===== config.mk =====
export PLATFORM = sky130hd
export DESIGN_NAME = regc_bank
export DESIGN_NICKNAME = d
export VERILOG_FILES = /design/src/include/regc_pkg.sv /design/src/core/regc_bank.sv
export SDC_FILE = /design/constraint.sdc
export NUM_CORES = 1
export LEC_CHECK = 0
export BUFFER_PORTS_ARGS = -buffer_cell sky130_fd_sc_hd__buf_2
export CAP_MARGIN = 20
export CORE_ASPECT_RATIO = 1.25
export CORE_MARGIN = 5
export CORE_UTILIZATION = 30
export CTS_CLUSTER_DIAMETER = 150
export DETAILED_ROUTE_END_ITERATION = 10
export PLACE_DENSITY_LB_ADDON = 0.2
export REMOVE_ABC_BUFFERS = 1
export SETUP_SLACK_MARGIN = 0.3
export SKIP_CTS_REPAIR_TIMING = 1
export SLEW_MARGIN = 20
export SYNTH_ARGS = -nofsm -noshare
export SYNTH_HDL_FRONTEND = slang
export SYNTH_SLANG_ARGS = --single-unit

===== constraint.sdc =====
create_clock -name sys_clk -period 1.6 [get_ports sys_clk]
set_clock_uncertainty 0.05 [all_clocks]
set_input_delay 0.24 -clock sys_clk [delete_from_list [all_inputs] [get_ports sys_clk]]
set_output_delay 0.24 -clock sys_clk [all_outputs]
set_load 0.01 [all_outputs]

===== src/include/regc_pkg.sv =====
// Package with the offsets, field layouts and reset values of the register bank.
package regc_pkg;
	// Register offsets in bytes, one aligned word each.
	localparam logic [7:0] REGC_CTRL_OFS = 8'h00;
	localparam logic [7:0] REGC_STATUS_OFS = 8'h04;
	localparam logic [7:0] REGC_CMD_OFS = 8'h08;
	localparam logic [7:0] REGC_FLAGS_SET_OFS = 8'h0C;
	localparam logic [7:0] REGC_FLAGS_CLR_OFS = 8'h10;
	localparam logic [7:0] REGC_DBGCTRL_OFS = 8'h14;
	// Control register fields.
	localparam int REGC_CTRL_EN_BIT = 0;
	localparam int REGC_CTRL_MODE_LSB = 2;
	localparam int REGC_CTRL_CFG_LSB = 4;
	localparam logic [31:0] REGC_CTRL_MASK = 32'h0000_00FD;
	localparam logic [31:0] REGC_CTRL_RST = 32'h0000_0000;
	localparam logic [1:0] REGC_MODE_RSVD = 2'h3;
	// Status register fields.
	localparam int REGC_STAT_STATE_LSB = 0;
	localparam int REGC_STAT_BUSY_BIT = 8;
	localparam logic [1:0] REGC_STATE_RSVD = 2'h3;
	localparam logic [1:0] REGC_STATE_TOP = 2'h2;
	localparam logic [31:0] REGC_STATUS_MASK = 32'h0000_0103;
	// Command register fields.
	localparam int REGC_CMD_START_BIT = 0;
	// Debug control register fields.
	localparam int REGC_DBG_HALT_BIT = 0;
	localparam logic [31:0] REGC_DBG_MASK = 32'h0000_0001;
	localparam logic [31:0] REGC_DBG_RST = 32'h0000_0000;
	localparam logic [31:0] REGC_FLAGS_RST = 32'h0000_0000;
endpackage


===== src/core/regc_bank.sv =====
// Generic peripheral register bank with read-only, write-only, set/clear and debug registers.
`timescale 1ns/100ps
// What this block does
// - Writes to read-only bits are dropped with no effect; reads show live value.
// - Write-only bits take writes; their read value is meaningless to software.
// - Reserved bits always read as zero whatever was written.
// - A read-only field never shows a reserved encoding.
// - Power and software reset load reset values; debug control survives software reset.
// - A one written to the clear register clears the shared bit.
// - A one written to the set register sets the shared bit.
// - Both registers of a set/clear pair read the same shared value.
// - Set and clear of one bit in one cycle leaves it cleared.
module regc_bank #(
	parameter int FLAG_W = 8
) (
	input wire logic sys_clk,
	input wire logic reset_n,
	input wire logic sw_reset,
	input wire logic a_wr,
	input wire logic [7:0] a_addr,
	input wire logic [31:0] a_wdata,
	input wire logic b_wr,
	input wire logic [7:0] b_addr,
	input wire logic [31:0] b_wdata,
	input wire logic rd_en,
	input wire logic [7:0] rd_addr,
	input wire logic [1:0] hw_state,
	input wire logic hw_busy,
	output logic [31:0] rdata,
	output logic rvalid,
	output logic ctrl_enable,
	output logic [1:0] ctrl_mode,
	output logic [3:0] ctrl_cfg,
	output logic [FLAG_W-1:0] flags,
	output logic dbg_halt,
	output logic cmd_start
);
	import regc_pkg::*;

	logic [31:0] ctrl_ff;
	logic [31:0] status_ff;
	logic [FLAG_W-1:0] flags_ff;
	logic [31:0] dbg_ff;
	logic cmd_start_ff;
	logic [31:0] rdata_ff;
	logic rvalid_ff;
	logic [7:0] rd_addr_ff;
	logic [31:0] nxt_ctrl;
	logic [FLAG_W-1:0] set_m;
	logic [FLAG_W-1:0] clr_m;
	logic [1:0] nxt_state;
	logic [31:0] nxt_rdata;

	////////////////////////////////////////////////////////////////////////////////
	// Write decode.

	// Port A wins a clash on the control register; a reserved mode keeps the old mode.
	always_comb begin
		nxt_ctrl = ctrl_ff;
		if (b_wr && b_addr == REGC_CTRL_OFS) begin
			nxt_ctrl = b_wdata & REGC_CTRL_MASK;
		end
		if (a_wr && a_addr == REGC_CTRL_OFS) begin
			nxt_ctrl = a_wdata & REGC_CTRL_MASK;
		end
		if (nxt_ctrl[REGC_CTRL_MODE_LSB +: 2] == REGC_MODE_RSVD) begin
			nxt_ctrl[REGC_CTRL_MODE_LSB +: 2] = ctrl_ff[REGC_CTRL_MODE_LSB +: 2];
		end
	end

	// Both ports may hit the pair at once, so set and clear masks merge across ports.
	always_comb begin
		set_m = '0;
		clr_m = '0;
		if (a_wr && a_addr == REGC_FLAGS_SET_OFS) begin
			set_m = set_m | a_wdata[FLAG_W-1:0];
		end
		if (b_wr && b_addr == REGC_FLAGS_SET_OFS) begin
			set_m = set_m | b_wdata[FLAG_W-1:0];
		end
		if (a_wr && a_addr == REGC_FLAGS_CLR_OFS) begin
			clr_m = clr_m | a_wdata[FLAG_W-1:0];
		end
		if (b_wr && b_addr == REGC_FLAGS_CLR_OFS) begin
			clr_m = clr_m | b_wdata[FLAG_W-1:0];
		end
	end

	////////////////////////////////////////////////////////////////////////////////
	// Storage.

	// Control register, reloaded by either reset.
	always_ff @(posedge sys_clk or negedge reset_n) begin
		if (!reset_n) begin
			ctrl_ff <= REGC_CTRL_RST;
		end else if (sw_reset) begin
			ctrl_ff <= REGC_CTRL_RST;
		end else begin
			ctrl_ff <= nxt_ctrl;
		end
	end

	// Shared set/clear bits; clear is applied last so it beats a simultaneous set.
	always_ff @(posedge sys_clk or negedge reset_n) begin
		if (!reset_n) begin
			flags_ff <= REGC_FLAGS_RST[FLAG_W-1:0];
		end else if (sw_reset) begin
			flags_ff <= REGC_FLAGS_RST[FLAG_W-1:0];
		end else begin
			flags_ff <= (flags_ff | set_m) & ~clr_m;
		end
	end

	// Debug control ignores the software reset so a halt setting survives it.
	always_ff @(posedge sys_clk or negedge reset_n) begin
		if (!reset_n) begin
			dbg_ff <= REGC_DBG_RST;
		end else if (a_wr && a_addr == REGC_DBGCTRL_OFS) begin
			dbg_ff <= a_wdata & REGC_DBG_MASK;
		end else if (b_wr && b_addr == REGC_DBGCTRL_OFS) begin
			dbg_ff <= b_wdata & REGC_DBG_MASK;
		end
	end

	// The status field clamps a reserved state code to the top legal code.
	always_comb begin
		nxt_state = hw_state;
		if (hw_state == REGC_STATE_RSVD) begin
			nxt_state = REGC_STATE_TOP;
		end
	end

	// Status follows the hardware only; no write path reaches it.
	always_ff @(posedge sys_clk or negedge reset_n) begin
		if (!reset_n) begin
			status_ff <= '0;
		end else begin
			status_ff <= '0;
			status_ff[REGC_STAT_STATE_LSB +: 2] <= nxt_state;
			status_ff[REGC_STAT_BUSY_BIT] <= hw_busy;
		end
	end

	// The command bit is write-only and becomes a one-cycle pulse.
	always_ff @(posedge sys_clk or negedge reset_n) begin
		if (!reset_n) begin
			cmd_start_ff <= 1'b0;
		end else begin
			cmd_start_ff <= (a_wr && a_addr == REGC_CMD_OFS && a_wdata[REGC_CMD_START_BIT])
				|| (b_wr && b_addr == REGC_CMD_OFS && b_wdata[REGC_CMD_START_BIT]);
		end
	end

	////////////////////////////////////////////////////////////////////////////////
	// Read path.

	// Write-only and unmapped words read as zero, which is safe for any reader.
	always_comb begin
		nxt_rdata = '0;
		case (rd_addr)
			REGC_CTRL_OFS: nxt_rdata = ctrl_ff & REGC_CTRL_MASK;
			REGC_STATUS_OFS: nxt_rdata = status_ff & REGC_STATUS_MASK;
			REGC_CMD_OFS: nxt_rdata = '0;
			REGC_FLAGS_SET_OFS, REGC_FLAGS_CLR_OFS: nxt_rdata[FLAG_W-1:0] = flags_ff;
			REGC_DBGCTRL_OFS: nxt_rdata = dbg_ff & REGC_DBG_MASK;
			default: nxt_rdata = '0;
		endcase
	end

	// Read data is registered, one cycle after the request.
	always_ff @(posedge sys_clk or negedge reset_n) begin
		if (!reset_n) begin
			rdata_ff <= '0;
			rvalid_ff <= 1'b0;
			rd_addr_ff <= '0;
		end else begin
			rdata_ff <= rd_en ? nxt_rdata : '0;
			rvalid_ff <= rd_en;
			rd_addr_ff <= rd_addr;
		end
	end

	assign rdata = rdata_ff;
	assign rvalid = rvalid_ff;
	assign ctrl_enable = ctrl_ff[REGC_CTRL_EN_BIT];
	assign ctrl_mode = ctrl_ff[REGC_CTRL_MODE_LSB +: 2];
	assign ctrl_cfg = ctrl_ff[REGC_CTRL_CFG_LSB +: 4];
	assign flags = flags_ff;
	assign dbg_halt = dbg_ff[REGC_DBG_HALT_BIT];
	assign cmd_start = cmd_start_ff;
endmodule


Yosys cells after proc, flatten, opt, wreduce, memory -nomap -nowiden --
Index checks and enable logic that the tools add are counted.
Operators by class: eq/ne operators 15, reductions and logical operators 19, mux-type cells 15, bitwise logic cells 5
Operator list (count):
- 8-bit 2-to-1 mux | 8
- 8-bit by 5-bit == test with 1-bit output, second input constant | 6
- 8-bit by 4-bit == test with 1-bit output, second input constant | 5
- 32-bit 2-to-1 mux | 1
- 8-bit one-hot mux with 4 select lines | 1
- 8-bit logical NOT | 3
- 8-bit bitwise OR | 3
- 1-bit logical AND | 12
- 8-bit AND | 1
- 8-bit by 3-bit == test with 1-bit output, second input constant | 1
- 8-bit inverter | 1
- 2-bit == test, second input constant | 2
- 2-bit 2-to-1 mux | 2
- 1-bit 2-to-1 mux | 3
- 3-bit nonzero test | 1
- 2-bit inequality test, second input constant | 1
- 2-bit nonzero test | 1
- 2-bit OR reduction | 1
- 1-bit logical OR | 1
Word-level totals: register bits after elaboration 54, output and inout port bits 50, input bits 97

Logic depth before layout (Yosys ltp) --
Gate-level depths: netlist of run 1.
depth after elaboration 8, gate-level depth with buffers 6, depth with buffers taken out 4

Least setup slack after synthesis of run 1 --
OpenSTA, ideal clock, no wires.
path kind in2reg, start point input a_addr[1], end point register ctrl_ff[0], data required time 1405 ps, setup slack -191 ps, stages on the path 6, data arrival time 1597 ps, setup time 145 ps, path through or4_4 buf_6 or3_4 buf_6 nor2_1 a311oi_2
Between the ends: longest elaborated chain between the ends 4, elaborated cells between the ends (all ways) 5, classes of those cells mux: 2; reduce/logical: 3
Ends and longest elaborated chain:
- from (decl) | line regc_bank.sv:20 | input wire logic [7:0] a_addr,
- 8-bit logical NOT * | line regc_bank.sv:63 | if (a_wr && a_addr == REGC_CTRL_OFS) begin
- 1-bit logical AND * | line regc_bank.sv:63
- 8-bit 2-to-1 mux | line regc_bank.sv:63
- 8-bit 2-to-1 mux | line regc_bank.sv:96 | end else if (sw_reset) begin
- to (signal assigned) | line regc_bank.sv:99 | ctrl_ff <= nxt_ctrl;
- to (decl) | line regc_bank.sv:40 | logic [31:0] ctrl_ff;
Every way passes the cells marked *; elsewhere a longest branch is shown, timed or not. A chain may end at the register's enable or synchronous reset.

Worst setup path after layout of run 1 --
start point input a_addr[7], end point register dbg_ff[0]
Between the ends: longest elaborated chain between the ends 3, elaborated cells between the ends (all ways) 4, classes of those cells eq/ne: 1; mux: 1; reduce/logical: 2
Ends and longest elaborated chain:
- 8-bit by 5-bit == test with 1-bit output * | line regc_bank.sv:118 | end else if (a_wr && a_addr == REGC_DBGCTRL_OFS) begin
- 1-bit logical AND * | line regc_bank.sv:118
- 1-bit 2-to-1 mux / 2-bit nonzero test (equally long branches)
- to (signal assigned) | line regc_bank.sv:119 | dbg_ff <= a_wdata & REGC_DBG_MASK;
- to (signal assigned) | line regc_bank.sv:121 | dbg_ff <= b_wdata & REGC_DBG_MASK;
- to (decl) | line regc_bank.sv:43 | logic [31:0] dbg_ff;
Marks and branches as above.

==> run_summary.xml, run 1 <==
<?xml version="1.0" encoding="UTF-8"?>
<metrics>
  <group name="clocking">
    <metric name="cts_htree_levels" unit="">2</metric>
    <metric name="clock-sinks" unit="">30</metric>
    <metric name="clock_insertion_delay_worst_skew" unit="ns">0.28</metric>
    <metric name="cts_tree" unit="">done</metric>
    <metric name="clk_pin_slew" unit="ns">0.06</metric>
    <metric name="cts_root_buffer" unit="">clkbuf_8</metric>
    <metric name="tritoncts.num_buffers" unit="">5</metric>
    <metric name="clockBufferDepth" unit="">2</metric>
  </group>
  <group name="worst_setup_path">
    <metric name="maximum_fanout_count_along_the_critical_path" unit="">6</metric>
    <metric name="arrival" unit="ns">1.67</metric>
    <metric name="ff2ff_path_depth" unit="">4</metric>
    <metric name="cpMaxStageDelayCell" unit="">or4_4</metric>
    <metric name="crit_path_cell_trace" unit="">buf_6 -&gt; or4_4 -&gt; nor4_2 -&gt; buf_4 -&gt; mux2_2</metric>
    <metric name="r2r-start" unit="">ctrl_ff[2]</metric>
    <metric name="setup.reg_to_reg.worst_slack" unit="ns">0.29</metric>
    <metric name="worst_ep_required_time" unit="ns">1.72</metric>
    <metric name="worst-setup-path-type" unit="">input port to flip-flop</metric>
    <metric name="timing.critical_path.slowest_cell_delay" unit="ns">0.58</metric>
    <metric name="crit-reg2reg-capture" unit="">ctrl_ff[3]</metric>
    <metric name="critPathBufInv" unit="">2</metric>
    <metric name="critical_path.top_delay_family" unit="">simple AND/OR/NAND/NOR gates</metric>
    <metric name="critical_path.endpoint_type" unit="">flip-flop</metric>
    <metric name="worst_setup_path_start_kind" unit="">input port</metric>
  </group>
  <group name="power_and_ir_drop">
    <metric name="vdd.ir_drop.worst" unit="V">0.000243</metric>
    <metric name="flop_pwr_share" unit="%">47.1</metric>
    <metric name="cellInternalPower" unit="mW">1.21</metric>
    <metric name="comb_power_share" unit="%">14.0</metric>
    <metric name="pwr_density_cell" unit="mW/mm2">648</metric>
    <metric name="swShare" unit="%">26.1</metric>
    <metric name="power_switching" unit="mW">0.427</metric>
    <metric name="post-layout-total-power" unit="mW">1.64</metric>
    <metric name="clock_power_share" unit="%">38.9</metric>
    <metric name="p_leak" unit="nW">1.22</metric>
  </group>
  <group name="yosys">
    <metric name="syn_avg_cell_area" unit="um2">10.4</metric>
    <metric name="async_reset_ff_share" unit="%">100</metric>
    <metric name="seq_area_frac_synth" unit="%">41.3</metric>
    <metric name="synth-warning-count" unit="">0</metric>
    <metric name="synth_area_leaders" unit="">dfrtp_1 (41%), buf_4 (9.5%), nor2_1 (5.2%)</metric>
    <metric name="synth_top_area_cell" unit="">dfrtp_1</metric>
    <metric name="synth_seq_cells" unit="">30</metric>
    <metric name="unique_masters_post_synth" unit="">44</metric>
    <metric name="post_synthesis_cells" unit="">175</metric>
    <metric name="mappedNetlistArea" unit="mm2">0.00182</metric>
    <metric name="synth.top_cell.area_share" unit="%">41.3</metric>
    <metric name="dominantRegCellSynth" unit="">dfrtp_1</metric>
    <metric name="synth_enable_flop_cells" unit="">0</metric>
  </group>
  <group name="floorplanning">
    <metric name="coreArea" unit="mm2">0.00586</metric>
    <metric name="die_area" unit="mm2">0.00773</metric>
    <metric name="floorplan.die.height" unit="um">97.0</metric>
    <metric name="io_pins" unit="">147</metric>
    <metric name="chipWidth" unit="um">79.6</metric>
    <metric name="initial_utilization" unit="%">31.0</metric>
    <metric name="row_count" unit="">31</metric>
  </group>
  <group name="min_path">
    <metric name="holdPathEnd" unit="">status_ff[8]</metric>
    <metric name="timing.hold.worst_path_depth" unit="">1</metric>
    <metric name="hp-class" unit="">input port to flip-flop</metric>
    <metric name="startpoint_of_the_most_critical_hold_path" unit="">hw_busy</metric>
  </group>
  <group name="drt">
    <metric name="wl_per_cell" unit="um">14.5</metric>
    <metric name="antenna_nets_post_route" unit="">0</metric>
    <metric name="detail_route.wirelength" unit="um">5130</metric>
    <metric name="drc_errors" unit="">0</metric>
    <metric name="drt_first_iter_violations" unit="">65</metric>
    <metric name="via_count" unit="">1676</metric>
    <metric name="firstDrtPassIters" unit="">4</metric>
    <metric name="number_of_vias_per_cell" unit="">4.75</metric>
  </group>
  <group name="layout">
    <metric name="post-route-util" unit="%">43.1</metric>
    <metric name="final_nets" unit="">367</metric>
    <metric name="filler_cells_inserted" unit="">573</metric>
    <metric name="layout_cell_area_excl_fill" unit="mm2">0.00253</metric>
    <metric name="areaGrowthSynthToFinish" unit="%">39.0</metric>
    <metric name="antenna_cells_inserted" unit="">0</metric>
    <metric name="drive_above_1_share" unit="%">50.2</metric>
    <metric name="seqCellArea" unit="um2">751</metric>
    <metric name="multi_input_gate_area" unit="um2">983</metric>
  </group>
  <group name="sta">
    <metric name="timing.fmax" unit="GHz">0.642</metric>
    <metric name="final_period_minus_worst_setup_slack" unit="ns">1.56</metric>
    <metric name="setup_violations" unit="">0</metric>
    <metric name="hold_violations" unit="">0</metric>
    <metric name="worst_hold_slack" unit="ns">0.0184</metric>
    <metric name="layout_worst_path_cycle_share" unit="%">97.4</metric>
    <metric name="setup_repair_after_global_routing_missed_its_margin" unit="">yes</metric>
    <metric name="final_number_of_max_transition_violations" unit="">0</metric>
  </group>
  <group name="place">
    <metric name="detailed_place_hpwl" unit="um">4030</metric>
    <metric name="placement.cell_area" unit="mm2">0.00233</metric>
    <metric name="gp_routability_congestion" unit="">0.815</metric>
    <metric name="io_buffers" unit="">75</metric>
  </group>
  <group name="outcome">
    <metric name="outcome" unit="">finished, final reports clean</metric>
  </group>
  <group name="global_route">
    <metric name="grt_antenna_before_repair" unit="">0</metric>
    <metric name="grt_first_pass_wirelength" unit="um">8170</metric>
    <metric name="globalRouteOverflowTotal" unit="">0</metric>
    <metric name="grt_max_degree" unit="">31</metric>
    <metric name="grt_pass1_vias" unit="">1619</metric>
    <metric name="gr-usage-all-layers" unit="%">13.4</metric>
  </group>
  <group name="run">
    <metric name="drv_cap" unit="">0</metric>
  </group>
</metrics>
[kinds of logic after synthesis]
family | synth area share [%]
other | 0.206
muxes | 4.06
AOI/OAI and AO/OA | 19.8
DFF | 41.3
and+or+nand+nor | 21.7
buffers and inverters | 12.9
[Yosys cell counts, drive strengths merged, types with 2 or more instances]
cell type	count
nor2	25
a31oi	2
nand2b	4
o21ai	3
or3b	2
buf	28
a221oi	8
a21oi	2
nor4	4
nand3	3
a221o	8
nor3	5
a211oi	6
nand2	5
inv	5
mux2	3
or4	2
mux2i	4
clkbuf	2
a22oi	6
dfrtp	30
nor4b	3
[sequential cells by signal, summed over array words and instances (netlist names)]
name,cells
rdata,9
flags,8
ctrl_ff,7
status_ff,3
cmd_start,1
dbg_ff,1
rvalid,1
[layout make-up]
type	count	share of cell area, %
clock inverter	2	0.495
timing repair buffer	96	22.8
clock buffer	6	3.27
inverter	5	0.743
sequential	30	29.7
tap	82	4.06
multi-input combinational	132	38.9
[power by group through the flow]
stage               Combinational (mW)  Clock [mW]  Sequential, mW
finish                           0.228       0.636           0.771
floorplan                       0.0765           0           0.787
global route                     0.252       0.682           0.772
detailed placement               0.216           0           0.786
CTS                              0.217       0.652           0.771
global placement                 0.214           0           0.785
[placed cells by master (no fill, tap or decap), drive strengths merged, types with 5 or more instances in the layout]
cell	count
a22oi	6
nand2	5
buf	95
a211oi	6
dfrtp	30
nor3	5
a221o	8
a221oi	8
clkbuf	6
inv	5
nor2	25
conb	23
[metrics by stage]
step | worst slack (ns) | TNS (ns) | std cells
after global placement | -0.319 | -4.78 | 344
after detailed placement | -0.309 | -4.97 | 344
after global routing | -0.00735 | -0.00735 | 353
after floorplan | -0.130 | -1.56 | 167
final | 0.0412 | 0 | 353
after CTS | -0.0183 | -0.0183 | 352
[routing by layer]
metal	routed length (um)	GRT usage, %
met5	0	0
met4	79	4.76
met3	369	2.79
met2	2610	22.5
met1	2070	16.7
[how the worst max path moves through the flow]
stage	cells after the start	to	slack [ns]	start
after detailed placement	5	dbg_ff[0]	-0.31	a_addr[1]
after floorplan	4	ctrl_ff[2]	-0.13	a_addr[1]
final	5	dbg_ff[0]	0.04	a_addr[7]
after CTS	5	dbg_ff[0]	-0.02	a_addr[1]
after global routing	5	dbg_ff[0]	-0.007	a_addr[7]
after global placement	5	dbg_ff[0]	-0.32	a_addr[1]
No activity file was read; power rests on OpenSTA's default activity.
==> run 2: changes to the inputs <==
Settings changed: BUFFER_PORTS_ARGS -buffer_cell sky130_fd_sc_hd__buf_2 to default, CTS_CLUSTER_DIAMETER 150 to default, DONT_BUFFER_PORTS from default to 1.
==> run 2 against run 1 <==
The run now ends with hold timing left; via count fell by 17%; cell area fell by 15%; worst hold slack got worse by 0.056 ns; power fell by 6.5%; clock power fell by 1%; core utilization fell by 6.5 points; clock-buffer cell count rose by 1; first-iteration DRC count rose by 86%; sequential cell count did not move; wire length fell by 1.3%; global-route usage fell by 0.58 points; sequential power rose by 0.5%.
==> run_summary.xml, run 2 (synthesis gave the netlist of run 1 again) <==
<?xml version="1.0" encoding="UTF-8"?>
<metrics>
  <group name="outcome">
    <metric name="outcome" unit="">finished with violations</metric>
    <metric name="failed_checks" unit="">hold timing</metric>
  </group>
  <group name="sta">
    <metric name="hold_violations" unit="">6</metric>
    <metric name="final_number_of_max_transition_violations" unit="">0</metric>
    <metric name="setup_violations" unit="">0</metric>
    <metric name="setup_repair_after_global_routing_missed_its_margin" unit="">yes</metric>
    <metric name="timing.fmax" unit="GHz">0.700</metric>
    <metric name="setup_tns_final" unit="ns">0</metric>
    <metric name="postLayoutSetupSlackWorst" unit="ns">0.171</metric>
    <metric name="layout_worst_path_cycle_share" unit="%">89.3</metric>
    <metric name="final_period_minus_worst_setup_slack" unit="ns">1.43</metric>
    <metric name="worst_hold_slack" unit="ns">-0.0378</metric>
  </group>
  <group name="layout">
    <metric name="areaGrowthSynthToFinish" unit="%">17.9</metric>
    <metric name="flip_flop_count_of_the_largest_register_after_layout" unit="">9</metric>
    <metric name="finalNonFillerCells" unit="">276</metric>
    <metric name="layout.cells.most_common_list" unit="">dfrtp_1 (29), conb_1 (23), nor2_1 (21)</metric>
    <metric name="final_nets" unit="">290</metric>
    <metric name="post-route-util" unit="%">36.6</metric>
    <metric name="final_common_cell" unit="">dfrtp_1</metric>
    <metric name="antenna_cells_inserted" unit="">0</metric>
    <metric name="layout_cell_area_excl_fill" unit="mm2">0.00214</metric>
    <metric name="drive_above_1_share" unit="%">26.3</metric>
  </group>
  <group name="min_path">
    <metric name="hp-class" unit="">input port to flip-flop</metric>
    <metric name="timing.hold.worst_path_depth" unit="">1</metric>
  </group>
  <group name="place">
    <metric name="io_buffers" unit="">0</metric>
    <metric name="placed_cells" unit="">260</metric>
    <metric name="placement.cell_area" unit="mm2">0.00188</metric>
    <metric name="detailed_place_hpwl" unit="um">3880</metric>
    <metric name="pre_cts_slack" unit="ns">-0.181</metric>
    <metric name="gp_routability_congestion" unit="">0.715</metric>
  </group>
  <group name="run">
    <metric name="drv_cap" unit="">0</metric>
  </group>
  <group name="drt">
    <metric name="detail_route.wirelength" unit="um">5060</metric>
    <metric name="antenna_nets_post_route" unit="">0</metric>
    <metric name="firstDrtPassIters" unit="">4</metric>
    <metric name="number_of_vias_per_cell" unit="">5.05</metric>
    <metric name="wl_per_cell" unit="um">18.3</metric>
    <metric name="via_count" unit="">1393</metric>
    <metric name="drt_first_iter_violations" unit="">121</metric>
    <metric name="drc_errors" unit="">0</metric>
  </group>
  <group name="floorplanning">
    <metric name="die_area" unit="mm2">0.00773</metric>
    <metric name="initial_utilization" unit="%">31.0</metric>
    <metric name="floorplan.die.height" unit="um">97.0</metric>
    <metric name="row_count" unit="">31</metric>
    <metric name="io_pins" unit="">147</metric>
    <metric name="chipWidth" unit="um">79.6</metric>
    <metric name="coreArea" unit="mm2">0.00586</metric>
  </group>
  <group name="global_route">
    <metric name="grt_max_degree" unit="">31</metric>
    <metric name="grt_most_used_layer" unit="">met2</metric>
    <metric name="grt_pass1_vias" unit="">1440</metric>
    <metric name="grt_use_met3" unit="%">5.95</metric>
    <metric name="globalRouteOverflowTotal" unit="">0</metric>
    <metric name="global_route.usage.met2" unit="%">21.9</metric>
    <metric name="grt_first_pass_wirelength" unit="um">7620</metric>
    <metric name="grt_antenna_before_repair" unit="">0</metric>
    <metric name="gr-usage-all-layers" unit="%">12.8</metric>
    <metric name="globalRouteMet1Util" unit="%">13.7</metric>
  </group>
  <group name="clocking">
    <metric name="tritoncts.num_buffers" unit="">5</metric>
    <metric name="cts_root_buffer" unit="">clkbuf_8</metric>
    <metric name="clk_pin_slew" unit="ns">0.07</metric>
    <metric name="cts_htree_levels" unit="">2</metric>
    <metric name="clockBufferDepth" unit="">2</metric>
    <metric name="clock_insertion_delay_worst_skew" unit="ns">0.28</metric>
    <metric name="clock-sinks" unit="">30</metric>
    <metric name="cts_tree" unit="">done</metric>
  </group>
  <group name="worst_setup_path">
    <metric name="worst-setup-path-type" unit="">input port to flip-flop</metric>
    <metric name="worst_ep_required_time" unit="ns">1.75</metric>
    <metric name="critPathBufInv" unit="">1</metric>
    <metric name="worst_setup_path_start_kind" unit="">input port</metric>
    <metric name="critical_path.top_delay_family" unit="">simple AND/OR/NAND/NOR gates</metric>
    <metric name="critical_path_cell_count" unit="">4</metric>
    <metric name="timing.critical_path.slowest_cell_delay" unit="ns">0.59</metric>
    <metric name="cpMaxStageDelayCell" unit="">or4_4</metric>
    <metric name="crit_path_cell_trace" unit="">or4_4 -&gt; or3_4 -&gt; buf_12 -&gt; a211oi_2</metric>
    <metric name="maximum_fanout_count_along_the_critical_path" unit="">8</metric>
    <metric name="arrival" unit="ns">1.58</metric>
    <metric name="critical_path.endpoint_type" unit="">flip-flop</metric>
    <metric name="ff2ff_path_depth" unit="">4</metric>
  </group>
  <group name="power_and_ir_drop">
    <metric name="p_leak" unit="nW">0.871</metric>
    <metric name="post-layout-total-power" unit="mW">1.53</metric>
    <metric name="vdd.ir_drop.worst" unit="V">0.000282</metric>
    <metric name="pwr_density_cell" unit="mW/mm2">714</metric>
  </group>
</metrics>
## run 2: power breakdown
part | internal [mW] | switching [mW]
combinational | 0.0515 | 0.0759
clock | 0.347 | 0.281
sequential | 0.767 | 0.00804
## run 2: path summary, 6_finish.rpt
check / start / endpoint / slack (ns)
setup / recovery: a_addr[7] / ctrl_ff[6] / 0.17
hold / removal: sw_reset / ctrl_ff[4] / -0.04
setup reg to reg: ctrl_ff[2] / ctrl_ff[3] / 0.26
hold reg to reg: status_ff[8] / rdata[8] / 0.47
max in group asynchronous: reset_n / ctrl_ff[2] / 0.97
min in group asynchronous: reset_n / rdata[4] / 0.35
## run 2: metal layers
layer	wire length (um)	share of wire (%)	up-vias
li1	-	-	649
met5	0	0	-
met3	534	11	5
met2	2600	51	66
met4	71	1.4	0
met1	1860	37	673
## run 2: cell type report
type                    instances  area [um2]
clock inverters                 1        5.00
well taps                      82         103
fillers                       598        3710
clock buffers                   7        86.3
flip-flops and latches         30         752
inverters                       5        18.8
repair buffers                 19         208
multi-input cells             132         971
## run 2: worst register-to-register path, stage by stage (launching register included)
cell and delay [ns]:
dfrtp_2 0.45, inv_1 0.08, a31oi_1 0.05, a211o_1 0.27, a2111oi_2 0.34
